**src/core/clk_sleep_map.vh**
```
`ifndef CLK_SLEEP_MAP_VH
`define CLK_SLEEP_MAP_VH

// ----------------------------------------------------------------
// Register byte offsets (one aligned word each)
// ----------------------------------------------------------------
`define CLKDIV_OFFSET      4'h0
`define SLEEPCTL_OFFSET    4'h4
`define PWRSTAT_OFFSET     4'h8

// ----------------------------------------------------------------
// Field positions
// ----------------------------------------------------------------
`define UNLOCK_BIT         7
`define CODE_MSB           3
`define MODE_MSB           3
`define MODE_LSB           1
`define SE_BIT             0

// ----------------------------------------------------------------
// Values, reset values and counts
// ----------------------------------------------------------------
`define UNLOCK_PATTERN     8'h80
`define CODE_RST_PLAIN     4'h0
`define CODE_RST_FUSED     4'h3
`define CODE_MAX           4'h8
`define UNLOCK_CYCLES      3'd4
`define WAKE_HALT_CYCLES   3'd4
`define DEEP_STARTUP_CK    3'd6

// ----------------------------------------------------------------
// Sleep mode codes
// ----------------------------------------------------------------
`define MODE_IDLE          3'b000
`define MODE_ADCNR         3'b001
`define MODE_PDOWN         3'b010
`define MODE_PSAVE         3'b011
`define MODE_STANDBY       3'b110

`endif

```
**src/core/clock_prescaler_sleep_control.v**
```verilog
`timescale 1ns/100ps
`include "clk_sleep_map.vh"

module clock_prescaler_sleep_control #(
  parameter ADDR_W = 12                  // APB address width
) (
  input  wire              clk,                  // 50 MHz master clock
  input  wire              rst_b,                // Async reset, active low
  input  wire              psel,                 // APB select
  input  wire              penable,              // APB access phase
  input  wire              pwrite,               // APB direction
  input  wire [ADDR_W-1:0] paddr,                // APB byte address
  input  wire [31:0]       pwdata,               // APB write data
  output reg  [31:0]       prdata,               // APB read data
  output reg               pready,               // APB ready
  output reg               pslverr,              // APB error, unmapped
  input  wire              startup_divide_fuse,  // High when fuse programmed
  input  wire              sleep_instr,          // Sleep instruction pulse
  input  wire              wake_irq,             // Enabled interrupt pending
  input  wire              reset_req,            // System reset source
  input  wire              adc_enabled,          // ADC enable state
  output reg               cpu_clk_en,           // CPU clock enable pulse
  output reg               flash_clk_en,         // Flash clock enable pulse
  output reg               io_clk_en,            // I/O clock enable pulse
  output reg               adc_clk_en,           // ADC clock enable pulse
  output reg               adc_start,            // Start ADC conversion
  output reg               sleeping,             // Device asleep or waking
  output reg               wake_isr,             // Run interrupt after wake
  output reg               reset_restart         // Restart from reset vector
);

  // ----------------------------------------------------------------
  // Sleep sequencer states
  // ----------------------------------------------------------------
  localparam [1:0] ST_RUN   = 2'b00;   // CPU executing
  localparam [1:0] ST_SLEEP = 2'b01;   // Asleep, waiting for wake
  localparam [1:0] ST_START = 2'b10;   // Oscillator start-up time
  localparam [1:0] ST_HALT  = 2'b11;   // Extra halt before resuming

  // ----------------------------------------------------------------
  // Functions
  // ----------------------------------------------------------------
  // Address match for one register word
  function reg_hit;
    input [ADDR_W-1:0] addr;
    input [3:0]        offs;
    begin
      reg_hit = (addr == {{(ADDR_W-4){1'b0}}, offs});
    end
  endfunction

  // Divider terminal count; reserved codes saturate at 256
  function [7:0] period_m1;
    input [3:0] code;
    reg   [3:0] cs;
    reg   [8:0] p;
    begin
      cs = (code > `CODE_MAX) ? `CODE_MAX : code;
      p = (9'h001 << cs) - 9'h001;
      period_m1 = p[7:0];
    end
  endfunction

  // Defined sleep modes only
  function mode_valid;
    input [2:0] m;
    begin
      case (m)
        `MODE_IDLE, `MODE_ADCNR, `MODE_PDOWN,
        `MODE_PSAVE, `MODE_STANDBY: mode_valid = 1'b1;
        default:                    mode_valid = 1'b0;
      endcase
    end
  endfunction

  // ----------------------------------------------------------------
  // Declarations
  // ----------------------------------------------------------------
  reg  [3:0] code_r;           // Stored divide factor code
  reg        fuse_taken_r;     // Fuse value already loaded
  reg        unlock_r;         // Divider change unlock flag
  reg  [2:0] ucnt_r;           // Unlock window countdown
  reg  [3:0] act_code_r;       // Code the divider is running
  reg  [7:0] cnt_r;            // Divider counter
  reg  [2:0] mode_r;           // Sleep mode choice field
  reg        se_r;             // Sleep enable bit
  reg  [2:0] smode_r;          // Mode latched at sleep entry
  reg  [1:0] state_r;          // Sleep sequencer state
  reg  [2:0] wcnt_r;           // Wake countdown
  wire       tick;             // One pulse per divided period
  wire       acc_wr;           // Write taking effect this edge
  wire       wr_div;           // Write to divider control
  wire [7:0] wb;               // Low byte of write data
  wire       deep;             // Latched mode has start-up delay
  wire       io_run;           // I/O domain clock allowed
  wire       adc_run;          // ADC domain clock allowed
  reg  [7:0] rd_nxt;           // Read mux

  assign wb     = pwdata[7:0];
  assign acc_wr = psel & penable & pwrite & pready;
  assign wr_div = acc_wr & reg_hit(paddr, `CLKDIV_OFFSET);

  // ----------------------------------------------------------------
  // APB slave
  // ----------------------------------------------------------------
  // Ready from a flop: high in the first access cycle, no wait states
  always @(posedge clk or negedge rst_b) begin
    if (!rst_b) begin
      pready  <= 1'b0;
      pslverr <= 1'b0;
      prdata  <= 32'h0000_0000;
    end else begin
      pready <= psel & ~penable;
      if (psel & ~penable) begin
        // Unmapped address answers with error and zero data
        pslverr <= ~(reg_hit(paddr, `CLKDIV_OFFSET) |
                     reg_hit(paddr, `SLEEPCTL_OFFSET) |
                     reg_hit(paddr, `PWRSTAT_OFFSET));
        prdata  <= {24'h00_0000, rd_nxt};
      end else begin
        pslverr <= 1'b0;
      end
    end
  end

  // Read data captured in the setup cycle
  always @* begin
    rd_nxt = 8'h00;
    if (reg_hit(paddr, `CLKDIV_OFFSET)) begin
      rd_nxt = {unlock_r, 3'b000, code_r};
    end else if (reg_hit(paddr, `SLEEPCTL_OFFSET)) begin
      rd_nxt = {4'h0, mode_r, se_r};
    end else if (reg_hit(paddr, `PWRSTAT_OFFSET)) begin
      rd_nxt = {3'b000, smode_r, state_r};
    end
  end

  // ----------------------------------------------------------------
  // Divider change unlock
  // ----------------------------------------------------------------
  // Window counted in master clock cycles
  always @(posedge clk or negedge rst_b) begin
    if (!rst_b) begin
      unlock_r <= 1'b0;
      ucnt_r   <= 3'd0;
    end else if (unlock_r) begin
      if (wr_div & ~wb[`UNLOCK_BIT]) begin
        unlock_r <= 1'b0;
      end else if (ucnt_r == 3'd1) begin
        unlock_r <= 1'b0;
      end else begin
        // Rewrite of the pattern falls here: no restart
        ucnt_r <= ucnt_r - 3'd1;
      end
    end else if (wr_div & (wb == `UNLOCK_PATTERN)) begin
      unlock_r <= 1'b1;
      ucnt_r   <= `UNLOCK_CYCLES;
    end
  end

  // ----------------------------------------------------------------
  // Divide factor code
  // ----------------------------------------------------------------
  // Fuse sampled on the first edge after reset release,
  // since an async reset may only load a constant
  always @(posedge clk or negedge rst_b) begin
    if (!rst_b) begin
      code_r       <= `CODE_RST_PLAIN;
      fuse_taken_r <= 1'b0;
    end else if (!fuse_taken_r) begin
      fuse_taken_r <= 1'b1;
      code_r <= startup_divide_fuse ? `CODE_RST_FUSED
                                    : `CODE_RST_PLAIN;
    end else if (wr_div & ~wb[`UNLOCK_BIT] & unlock_r) begin
      // No range check against the fuse setting
      code_r <= wb[`CODE_MSB:0];
    end
  end

  // ----------------------------------------------------------------
  // Clock divider
  // ----------------------------------------------------------------
  assign tick = (cnt_r == period_m1(act_code_r));

  // New factor adopted only at a period boundary, so no short phase
  always @(posedge clk or negedge rst_b) begin
    if (!rst_b) begin
      cnt_r      <= 8'h00;
      act_code_r <= `CODE_RST_PLAIN;
    end else if (tick) begin
      cnt_r      <= 8'h00;
      act_code_r <= code_r;
    end else begin
      cnt_r <= cnt_r + 8'h01;
    end
  end

  // ----------------------------------------------------------------
  // Sleep control register
  // ----------------------------------------------------------------
  always @(posedge clk or negedge rst_b) begin
    if (!rst_b) begin
      mode_r <= `MODE_IDLE;
      se_r   <= 1'b0;
    end else if (acc_wr & reg_hit(paddr, `SLEEPCTL_OFFSET)) begin
      mode_r <= wb[`MODE_MSB:`MODE_LSB];
      se_r   <= wb[`SE_BIT];
    end
  end

  // ----------------------------------------------------------------
  // Sleep sequencer
  // ----------------------------------------------------------------
  // Deep modes stop the oscillator path and need start-up time
  assign deep = (smode_r == `MODE_PDOWN) | (smode_r == `MODE_PSAVE) |
                (smode_r == `MODE_STANDBY);

  // Entry, wake, halt and reset restart
  always @(posedge clk or negedge rst_b) begin
    if (!rst_b) begin
      state_r       <= ST_RUN;
      smode_r       <= `MODE_IDLE;
      wcnt_r        <= 3'd0;
      adc_start     <= 1'b0;
      wake_isr      <= 1'b0;
      reset_restart <= 1'b0;
      sleeping      <= 1'b0;
    end else begin
      adc_start     <= 1'b0;
      wake_isr      <= 1'b0;
      reset_restart <= 1'b0;
      case (state_r)
        ST_RUN: begin
          // Reserved mode codes do not put the device to sleep
          if (sleep_instr & se_r & mode_valid(mode_r)) begin
            state_r  <= ST_SLEEP;
            smode_r  <= mode_r;
            sleeping <= 1'b1;
            adc_start <= adc_enabled &
                         ((mode_r == `MODE_IDLE) |
                          (mode_r == `MODE_ADCNR));
          end
        end
        ST_SLEEP: begin
          if (reset_req) begin
            state_r       <= ST_RUN;
            sleeping      <= 1'b0;
            reset_restart <= 1'b1;
          end else if (wake_irq) begin
            if (deep) begin
              state_r <= ST_START;
              wcnt_r  <= `DEEP_STARTUP_CK;
            end else begin
              state_r <= ST_HALT;
              wcnt_r  <= `WAKE_HALT_CYCLES;
            end
          end
        end
        ST_START: begin
          if (reset_req) begin
            state_r       <= ST_RUN;
            sleeping      <= 1'b0;
            reset_restart <= 1'b1;
          end else if (wcnt_r == 3'd1) begin
            state_r <= ST_HALT;
            wcnt_r  <= `WAKE_HALT_CYCLES;
          end else begin
            wcnt_r <= wcnt_r - 3'd1;
          end
        end
        ST_HALT: begin
          // Halt counted in divided CPU cycles
          if (reset_req) begin
            state_r       <= ST_RUN;
            sleeping      <= 1'b0;
            reset_restart <= 1'b1;
          end else if (tick & (wcnt_r == 3'd1)) begin
            state_r  <= ST_RUN;
            sleeping <= 1'b0;
            wake_isr <= 1'b1;
          end else if (tick) begin
            wcnt_r <= wcnt_r - 3'd1;
          end
        end
        default: begin
          state_r  <= ST_RUN;
          sleeping <= 1'b0;
        end
      endcase
    end
  end

  // ----------------------------------------------------------------
  // Clock domain gating
  // ----------------------------------------------------------------
  // Idle keeps I/O and ADC running; ADC noise mode keeps ADC only
  assign io_run  = (state_r != ST_SLEEP) |
                   (smode_r == `MODE_IDLE);
  assign adc_run = io_run | (smode_r == `MODE_ADCNR);

  // Enables registered so each output comes from a flop.
  // Gating only stops enables; CPU state is never reset here.
  always @(posedge clk or negedge rst_b) begin
    if (!rst_b) begin
      cpu_clk_en   <= 1'b0;
      flash_clk_en <= 1'b0;
      io_clk_en    <= 1'b0;
      adc_clk_en   <= 1'b0;
    end else begin
      cpu_clk_en   <= tick & (state_r == ST_RUN);
      flash_clk_en <= tick & (state_r == ST_RUN);
      io_clk_en    <= tick & io_run;
      adc_clk_en   <= tick & adc_run;
    end
  end

endmodule

```
**config.mk**
```make
export PLATFORM = sky130hd
export DESIGN_NAME = clock_prescaler_sleep_control
export DESIGN_NICKNAME = d
export VERILOG_FILES = /design/src/core/clock_prescaler_sleep_control.v
export VERILOG_INCLUDE_DIRS = /design/src /design/src/core
export SDC_FILE = /design/constraint.sdc
export NUM_CORES = 1
export LEC_CHECK = 0
export ABC_CLOCK_PERIOD_IN_PS = 3700
export BUFFER_PORTS_ARGS = -buffer_cell sky130_fd_sc_hd__buf_2
export CAP_MARGIN = 20
export CELL_PAD_IN_SITES_DETAIL_PLACEMENT = 0
export CELL_PAD_IN_SITES_GLOBAL_PLACEMENT = 1
export CORE_MARGIN = 1
export CORE_UTILIZATION = 39
export CTS_BUF_LIST = sky130_fd_sc_hd__clkbuf_8
export DETAILED_ROUTE_END_ITERATION = 16
export PLACE_DENSITY_LB_ADDON = 0.05
export SYNTH_ARGS = -nofsm -noshare
export SYNTH_HDL_FRONTEND = slang
export SYNTH_SLANG_ARGS = --single-unit
```
**constraint.sdc**
```tcl
create_clock -name clk -period 3.7 [get_ports clk]
set_input_delay 0.925 -clock clk [delete_from_list [all_inputs] [get_ports clk]]
set_output_delay 0.925 -clock clk [all_outputs]
set_load 0.05 [all_outputs]
```
==> flow_summary_export.csv, run 1 <==
group,metric,value,unit
yosys,syn_avg_cell_area,9.59,um^2
global_route,grtUsageTotal,17.1,%
clocking,post_cts_buffers,0,
timing,fin_tns_setup,0,ns
clocking,hold_buffers,0,
timing,hold_ws,0.485,ns
setup_path,cp_slowest_cell,"or4b_2",
placed_design,place_area,3110,um^2
setup_path,crit_chain,"or4b_2 > ha_1 > xnor2_1 > xnor2_1 > or4_4 > o41ai_1 > buf_4 > mux2_2 > a221oi_1",
setup_path,cpPeakStageDelay,0.66,ns
route,highest_layer,"met4",
yosys,yosys_warnings,0,
die,core-area,6940,um^2
timing,timing_hold_violations_final,0,
power,p_total,1.95,mW
timing,max_freq,308,MHz
yosys,yosysUniqueCellTypes,55,
route,wl_met2,2780,um
setup_path,crit_fanout,6,
clocking,clk_latency,0.30,ns
setup_path,critPathBufInv,1,
yosys,seq_area_frac_synth,41.9,%
power,ir_drop,0.185,mV
timing,fin_worst_skew,0.00880,ns
timing,rsz0062_at_grt,"false",
outcome,status,"finished clean",
cells_and_area,drive_gt1_share,23.1,%
route,wl_met1,2830,um
die,num_rows,30,
route,vias,2192,
setup_path,crit_type,"reg2reg",
die,die_area,7700,um^2
setup_path,ff2ff_setup_slack,0.45,ns
setup_path,cp-start-kind,"register",
yosys,synth.area.mux_share,6.72,%
global_route,first_global_vias,2108,
clocking,clk_pin_slew,0.10,ns
route,drc_errors,0,
setup_path,arrival,3.45,ns
setup_path,critical-path-top-delay-family,"simple AND/OR/NAND/NOR gates",
placed_design,numPortBuffers,45,
yosys,synth_area_leader_cell,"dfrtp_1",
yosys,synth_xor_area_share,3.06,%
cells_and_area,areaGrowthSynthToFinish,12.2,%
global_route,grt_max_degree,34,
yosys,synthCells,299,
clocking,cts_buffer_depth,2,
clocking,cts_tree,"yes",
yosys,ys_seq_elements,48,
timing,setup_ws,0.453,ns
yosys,synth_top_area_share,41.9,%
setup_path,path_common_cell,"xnor2_1",
timing,period_minus_slack,3.25,ns
placed_design,dp_hpwl,4420,um
power,p_leak,1.57,nW
timing,slew_headroom,48.7,%
clocking,htree_levels,2,
clocking,ctsResizeCount,0,
yosys,synth-edff-count,0,
cells_and_area,diodes,0,
global_route,antenna_found_initial,0,
timing,slew_violations,0,
yosys,synth_fa_ha_area_share,4.80,%
cells_and_area,fin_cells,443,
placed_design,place.gp.congestion,0.765,
power,p_per_area,607,nW/um^2
cells_and_area,post-route-util,46.3,%
yosys,synth_compound_area_share,11.9,%
yosys,async_flop_share,100,%
route,wl_per_cell,13.4,um
min_path,hp-class,"reg2reg",
die,ios,96,
route,wl_met3,302,um
setup_path,crit_required,3.90,ns
placed_design,dpl_worst_slack,0.480,ns
die,die_y,87.7,um
setup_path,endpoint_kind,"register",
global_route,grt_pass1_wl,10100,um
die,die_x,87.7,um
die,initial_core_util,41.3,%
timing,setup_violations,0,
run,drv_cap,0,
clocking,cts_root_buf,"clkbuf_8",
route,drt_pre_antenna_iters,4,
timing,post-route-period-util,87.8,%
yosys,synthSimpleGateAreaFrac,20.7,%
clocking,cts_num_sinks,48,
yosys,syn-cell-area,2870,um^2
global_route,grt-ovfl-total,0,
yosys,ys.flop_type,"dfrtp_1",
cells_and_area,fin_nets,411,
clocking,numCtsBuffers,5,
timing,worst_pin_slew,0.770,ns
yosys,synth_top_family_by_area,"simple AND/OR/NAND/NOR gates",
route,wl,5960,um
yosys,synth_area_leaders,"dfrtp_1 (42%), buf_4 (7.3%), ha_1 (4.8%)",
placed_design,placed_cells,435,
route,avgViaCountPerCell,4.95,
route,dr.first_iter.drc_count,133,
route,ant_nets,0,
cells_and_area,fin_area,3220,um^2
[flip-flops by register name, summed over array words and instances (netlist names), 2 cells and up]
| register | count |
|---|---|
| cnt_r | 8 |
| prdata | 6 |
| act_code_r | 4 |
| code_r | 4 |
| mode_r | 3 |
| smode_r | 3 |
| ucnt_r | 3 |
| wcnt_r | 3 |
| state_r | 2 |
[worst min-delay path, cell delays in order, from the launching register on]
cell,delay (ns)
dfrtp_1,0.36
nand2_1,0.05
o41ai_1,0.05
[placed cells by master, fill, tap and decap left out, types with 5 or more instances in the layout]
master / count
buf_2: 45
nor2b_1: 8
clkbuf_8: 5
nor2_1: 20
nand2_1: 25
xnor2_1: 6
inv_1: 14
a21oi_1: 16
mux2_2: 10
nor3_1: 11
dfrtp_1: 48
mux2i_1: 8
nand3_1: 9
nor4_1: 6
buf_4: 7
ha_1: 11
conb_1: 27
o21ai_0: 8
[cell usage after synthesis (all sizes together) (2+ instances only)]
master / count
and3: 2
o21bai: 4
xor2: 4
ha: 11
or4: 3
a21oi: 16
o41ai: 3
and2: 3
nor4: 7
nor3: 11
o21ai: 8
nor2b: 8
a211oi: 3
nand4: 3
conb: 2
or2: 2
mux2i: 8
nand3: 9
nor2: 20
nand2: 25
xnor2: 6
nand2b: 3
or3: 4
mux2: 10
dfrtp: 48
nor4b: 3
inv: 14
clkbuf: 7
buf: 30
o31ai: 4
[final timing paths]
check | startpoint | endpoint | cells past startpoint
min in group asynchronous | rst_b | cnt_r[5]$_DFF_PN0_ | 1
worst min register to register | prdata[4]$_DFFE_PN0P_ | prdata[4]$_DFFE_PN0P_ | 2
worst max register to register | act_code_r[1]$_DFFE_PN0N_ | state_r[0]$_DFFE_PN0P_ | 9
max in group asynchronous | rst_b | adc_clk_en$_DFF_PN0_ | 2
worst min-delay path | prdata[4]$_DFFE_PN0P_ | prdata[4]$_DFFE_PN0P_ | 2
worst max-delay path | act_code_r[1]$_DFFE_PN0N_ | state_r[0]$_DFFE_PN0P_ | 9
[cell type report]
class	count	area, um^2
fillers	690	3730
multi-input cells	225	1450
flip-flops and latches	48	1200
repair buffers	52	278
well taps	96	120
clock buffers	5	68.8
inverters	14	52.6
clock inverters	3	42.5
[power by group]
| part | switching [mW] | internal (mW) | total, mW |
|---|---|---|---|
| sequential | 0.0883 | 0.614 | 0.702 |
| combinational | 0.515 | 0.346 | 0.861 |
| clock | 0.188 | 0.200 | 0.388 |
| total | 0.791 | 1.16 | 1.95 |
[cells by family (layout without fill, tap and decap cells)]
logic type | Yosys count | after routing
AO/OA/AOI/OAI | 51 | 51
XOR/XNOR | 10 | 10
adder cells (fa/ha/maj) | 11 | 11
buffers and inverters | 51 | 74
flip-flops | 48 | 48
multiplexers | 18 | 18
other | 2 | 27
AND/OR/NAND/NOR | 108 | 108
[layer usage]
metal / vias to the layer above / track usage (%)
met5: - / 0
met4: 0 / 5.22
met3: 4 / 3.96
met2: 64 / 28.0
met1: 1034 / 22.4
li1: 1090 / -
No activity file was read; power rests on OpenSTA's default activity.
==> inputs of run 2 (changes only) <==
--- a/config.mk
+++ b/config.mk
@@ -11,6 +11,7 @@
 export CAP_MARGIN = 20
 export CELL_PAD_IN_SITES_DETAIL_PLACEMENT = 0
 export CELL_PAD_IN_SITES_GLOBAL_PLACEMENT = 1
+export CORE_ASPECT_RATIO = 1.2
 export CORE_MARGIN = 1
 export CORE_UTILIZATION = 39
 export CTS_BUF_LIST = sky130_fd_sc_hd__clkbuf_8
==> flow_summary_export.csv, run 2 (same netlist as run 1, synthesis figures left out) <==
group,metric,value,unit
clocking,post_cts_buffers,0,
die,initial_core_util,41.1,%
clocking,numCtsBuffers,5,
cells_and_area,areaGrowthSynthToFinish,11.7,%
route,wl_per_cell,14.0,um
clocking,clk_pin_slew,0.10,ns
clocking,cts_buffer_depth,2,
cells_and_area,final_common_cell,"dfrtp_1",
placed_design,place_area,3090,um^2
die,core-area,6980,um^2
cells_and_area,fin_area,3200,um^2
route,avgViaCountPerCell,4.96,
timing,max_freq,310,MHz
run,drv_cap,0,
global_route,first_global_vias,2115,
cells_and_area,fin_nets,411,
clocking,ctsResizeCount,0,
clocking,htree_levels,2,
min_path,hp-class,"reg2reg",
setup_path,crit_chain,"or4b_2 > ha_1 > xnor2_1 > or4_4 > o41ai_1 > buf_4 > mux2_2 > a221oi_1",
timing,fin_worst_skew,0.00697,ns
clocking,cts_tree,"yes",
die,die_y,95.9,um
cells_and_area,largest_reg_flops,8,
die,die_area,7700,um^2
placed_design,dp_hpwl,4530,um
timing,post-route-period-util,87.1,%
global_route,antenna_found_initial,0,
route,drc_errors,0,
timing,timing_hold_violations_final,0,
placed_design,numPortBuffers,45,
timing,slew_violations,0,
cells_and_area,top_register,"cnt_r",
cells_and_area,diodes,0,
timing,setup_violations,0,
power,p_leak,1.58,nW
die,num_rows,33,
route,drt_pre_antenna_iters,4,
clocking,clk_latency,0.30,ns
timing,rsz0062_at_grt,"false",
setup_path,cp-start-kind,"register",
setup_path,cpPeakStageDelay,0.66,ns
die,die_x,80.3,um
power,p_per_area,608,nW/um^2
cells_and_area,final_cell_mix,"dfrtp_1 (48), buf_2 (45), conb_1 (27)",
global_route,grtUsageTotal,17.3,%
setup_path,arrival,3.43,ns
clocking,cts_num_sinks,48,
timing,worst_pin_slew,0.825,ns
setup_path,endpoint_kind,"register",
timing,period_minus_slack,3.22,ns
global_route,grt_pass1_wl,10200,um
global_route,grt-ovfl-total,0,
route,dr.first_iter.drc_count,59,
route,vias,2154,
placed_design,place.gp.congestion,0.766,
setup_path,crit_required,3.91,ns
setup_path,crit_type,"reg2reg",
route,ant_nets,0,
route,wl,6060,um
power,ir_drop,0.217,mV
cells_and_area,top_regs,"cnt_r x8, prdata x6",
timing,slew_headroom,45.0,%
cells_and_area,drive_gt1_share,22.8,%
die,ios,96,
timing,fin_tns_setup,0,ns
setup_path,crit_fanout,6,
clocking,hold_buffers,0,
outcome,status,"finished clean",
global_route,grt_max_degree,37,
setup_path,cp_slowest_cell,"or4b_2",
clocking,cts_root_buf,"clkbuf_8",
==> run 2: cell count changes in the layout (fill, tap and decap cells not counted) <==
cell and delta:
clkinvlp_4 -1, inv_1 +1
==> run 2: metrics by stage <==
step           hold slack, ns  util [%]  std cells  worst slack [ns]  total power, mW
5_1_grt                 0.519      45.9        434             0.197             2.10
3_3_place_gp            0.456      44.3        426             0.465             1.57
4_1_cts                 0.488      45.9        434             0.435             1.97
6_report                0.482      45.9        434             0.478             1.95
2_1_floorplan           0.460         -        324             0.401             1.41
3_5_place_dp            0.462      44.3        426             0.495             1.58
==> run 2: layout make-up <==
class                           count  area, um^2
Tap cell                           87         109
Inverter                           14        52.6
Fill cell                         689        3780
Multi-Input combinational cell    225        1450
Clock buffer                        5        68.8
Clock inverter                      3        38.8
Sequential cell                    48        1200
Timing Repair Buffer               52         278
==> run 2: worst max-delay path: cells and delay by family, from the launching register on <==
family	cells	cell delay (ns)
xor gates and xnor gates	1	0.13
muxes	1	0.32
buffers and inverters	1	0.18
adders and majority gates	1	0.31
and+or+nand+nor	2	1.24
AOI/OAI and AO/OA	2	0.56
DFF	1	0.38
==> run 2: per-layer routing <==
metal	GRT usage, %	wire length [um]
met5	0	0
met4	6.70	88
met3	2.94	228
met2	30.1	2970
met1	21.2	2770
==> run 2: report_power, final <==
part | switching, mW | internal, mW | total (mW) | leakage, nW
Combinational | 0.518 | 0.346 | 0.864 | 0.888
Sequential | 0.0869 | 0.614 | 0.701 | 0.629
Clock | 0.185 | 0.198 | 0.383 | 0.0593
==> run 2: path summary, 6_finish.rpt <==
path / from / end / slack (ns) / depth (start not counted)
worst max-delay path: act_code_r[1]$_DFFE_PN0N_ / state_r[0]$_DFFE_PN0P_ / 0.48 / 8
worst min-delay path: prdata[4]$_DFFE_PN0P_ / prdata[4]$_DFFE_PN0P_ / 0.48 / 2
worst max register to register: act_code_r[1]$_DFFE_PN0N_ / state_r[0]$_DFFE_PN0P_ / 0.48 / 8
worst min register to register: prdata[4]$_DFFE_PN0P_ / prdata[4]$_DFFE_PN0P_ / 0.48 / 2
max in group asynchronous: rst_b / adc_start$_DFF_PN0_ / 2.27 / 2
min in group asynchronous: rst_b / cnt_r[5]$_DFF_PN0_ / 0.69 / 1
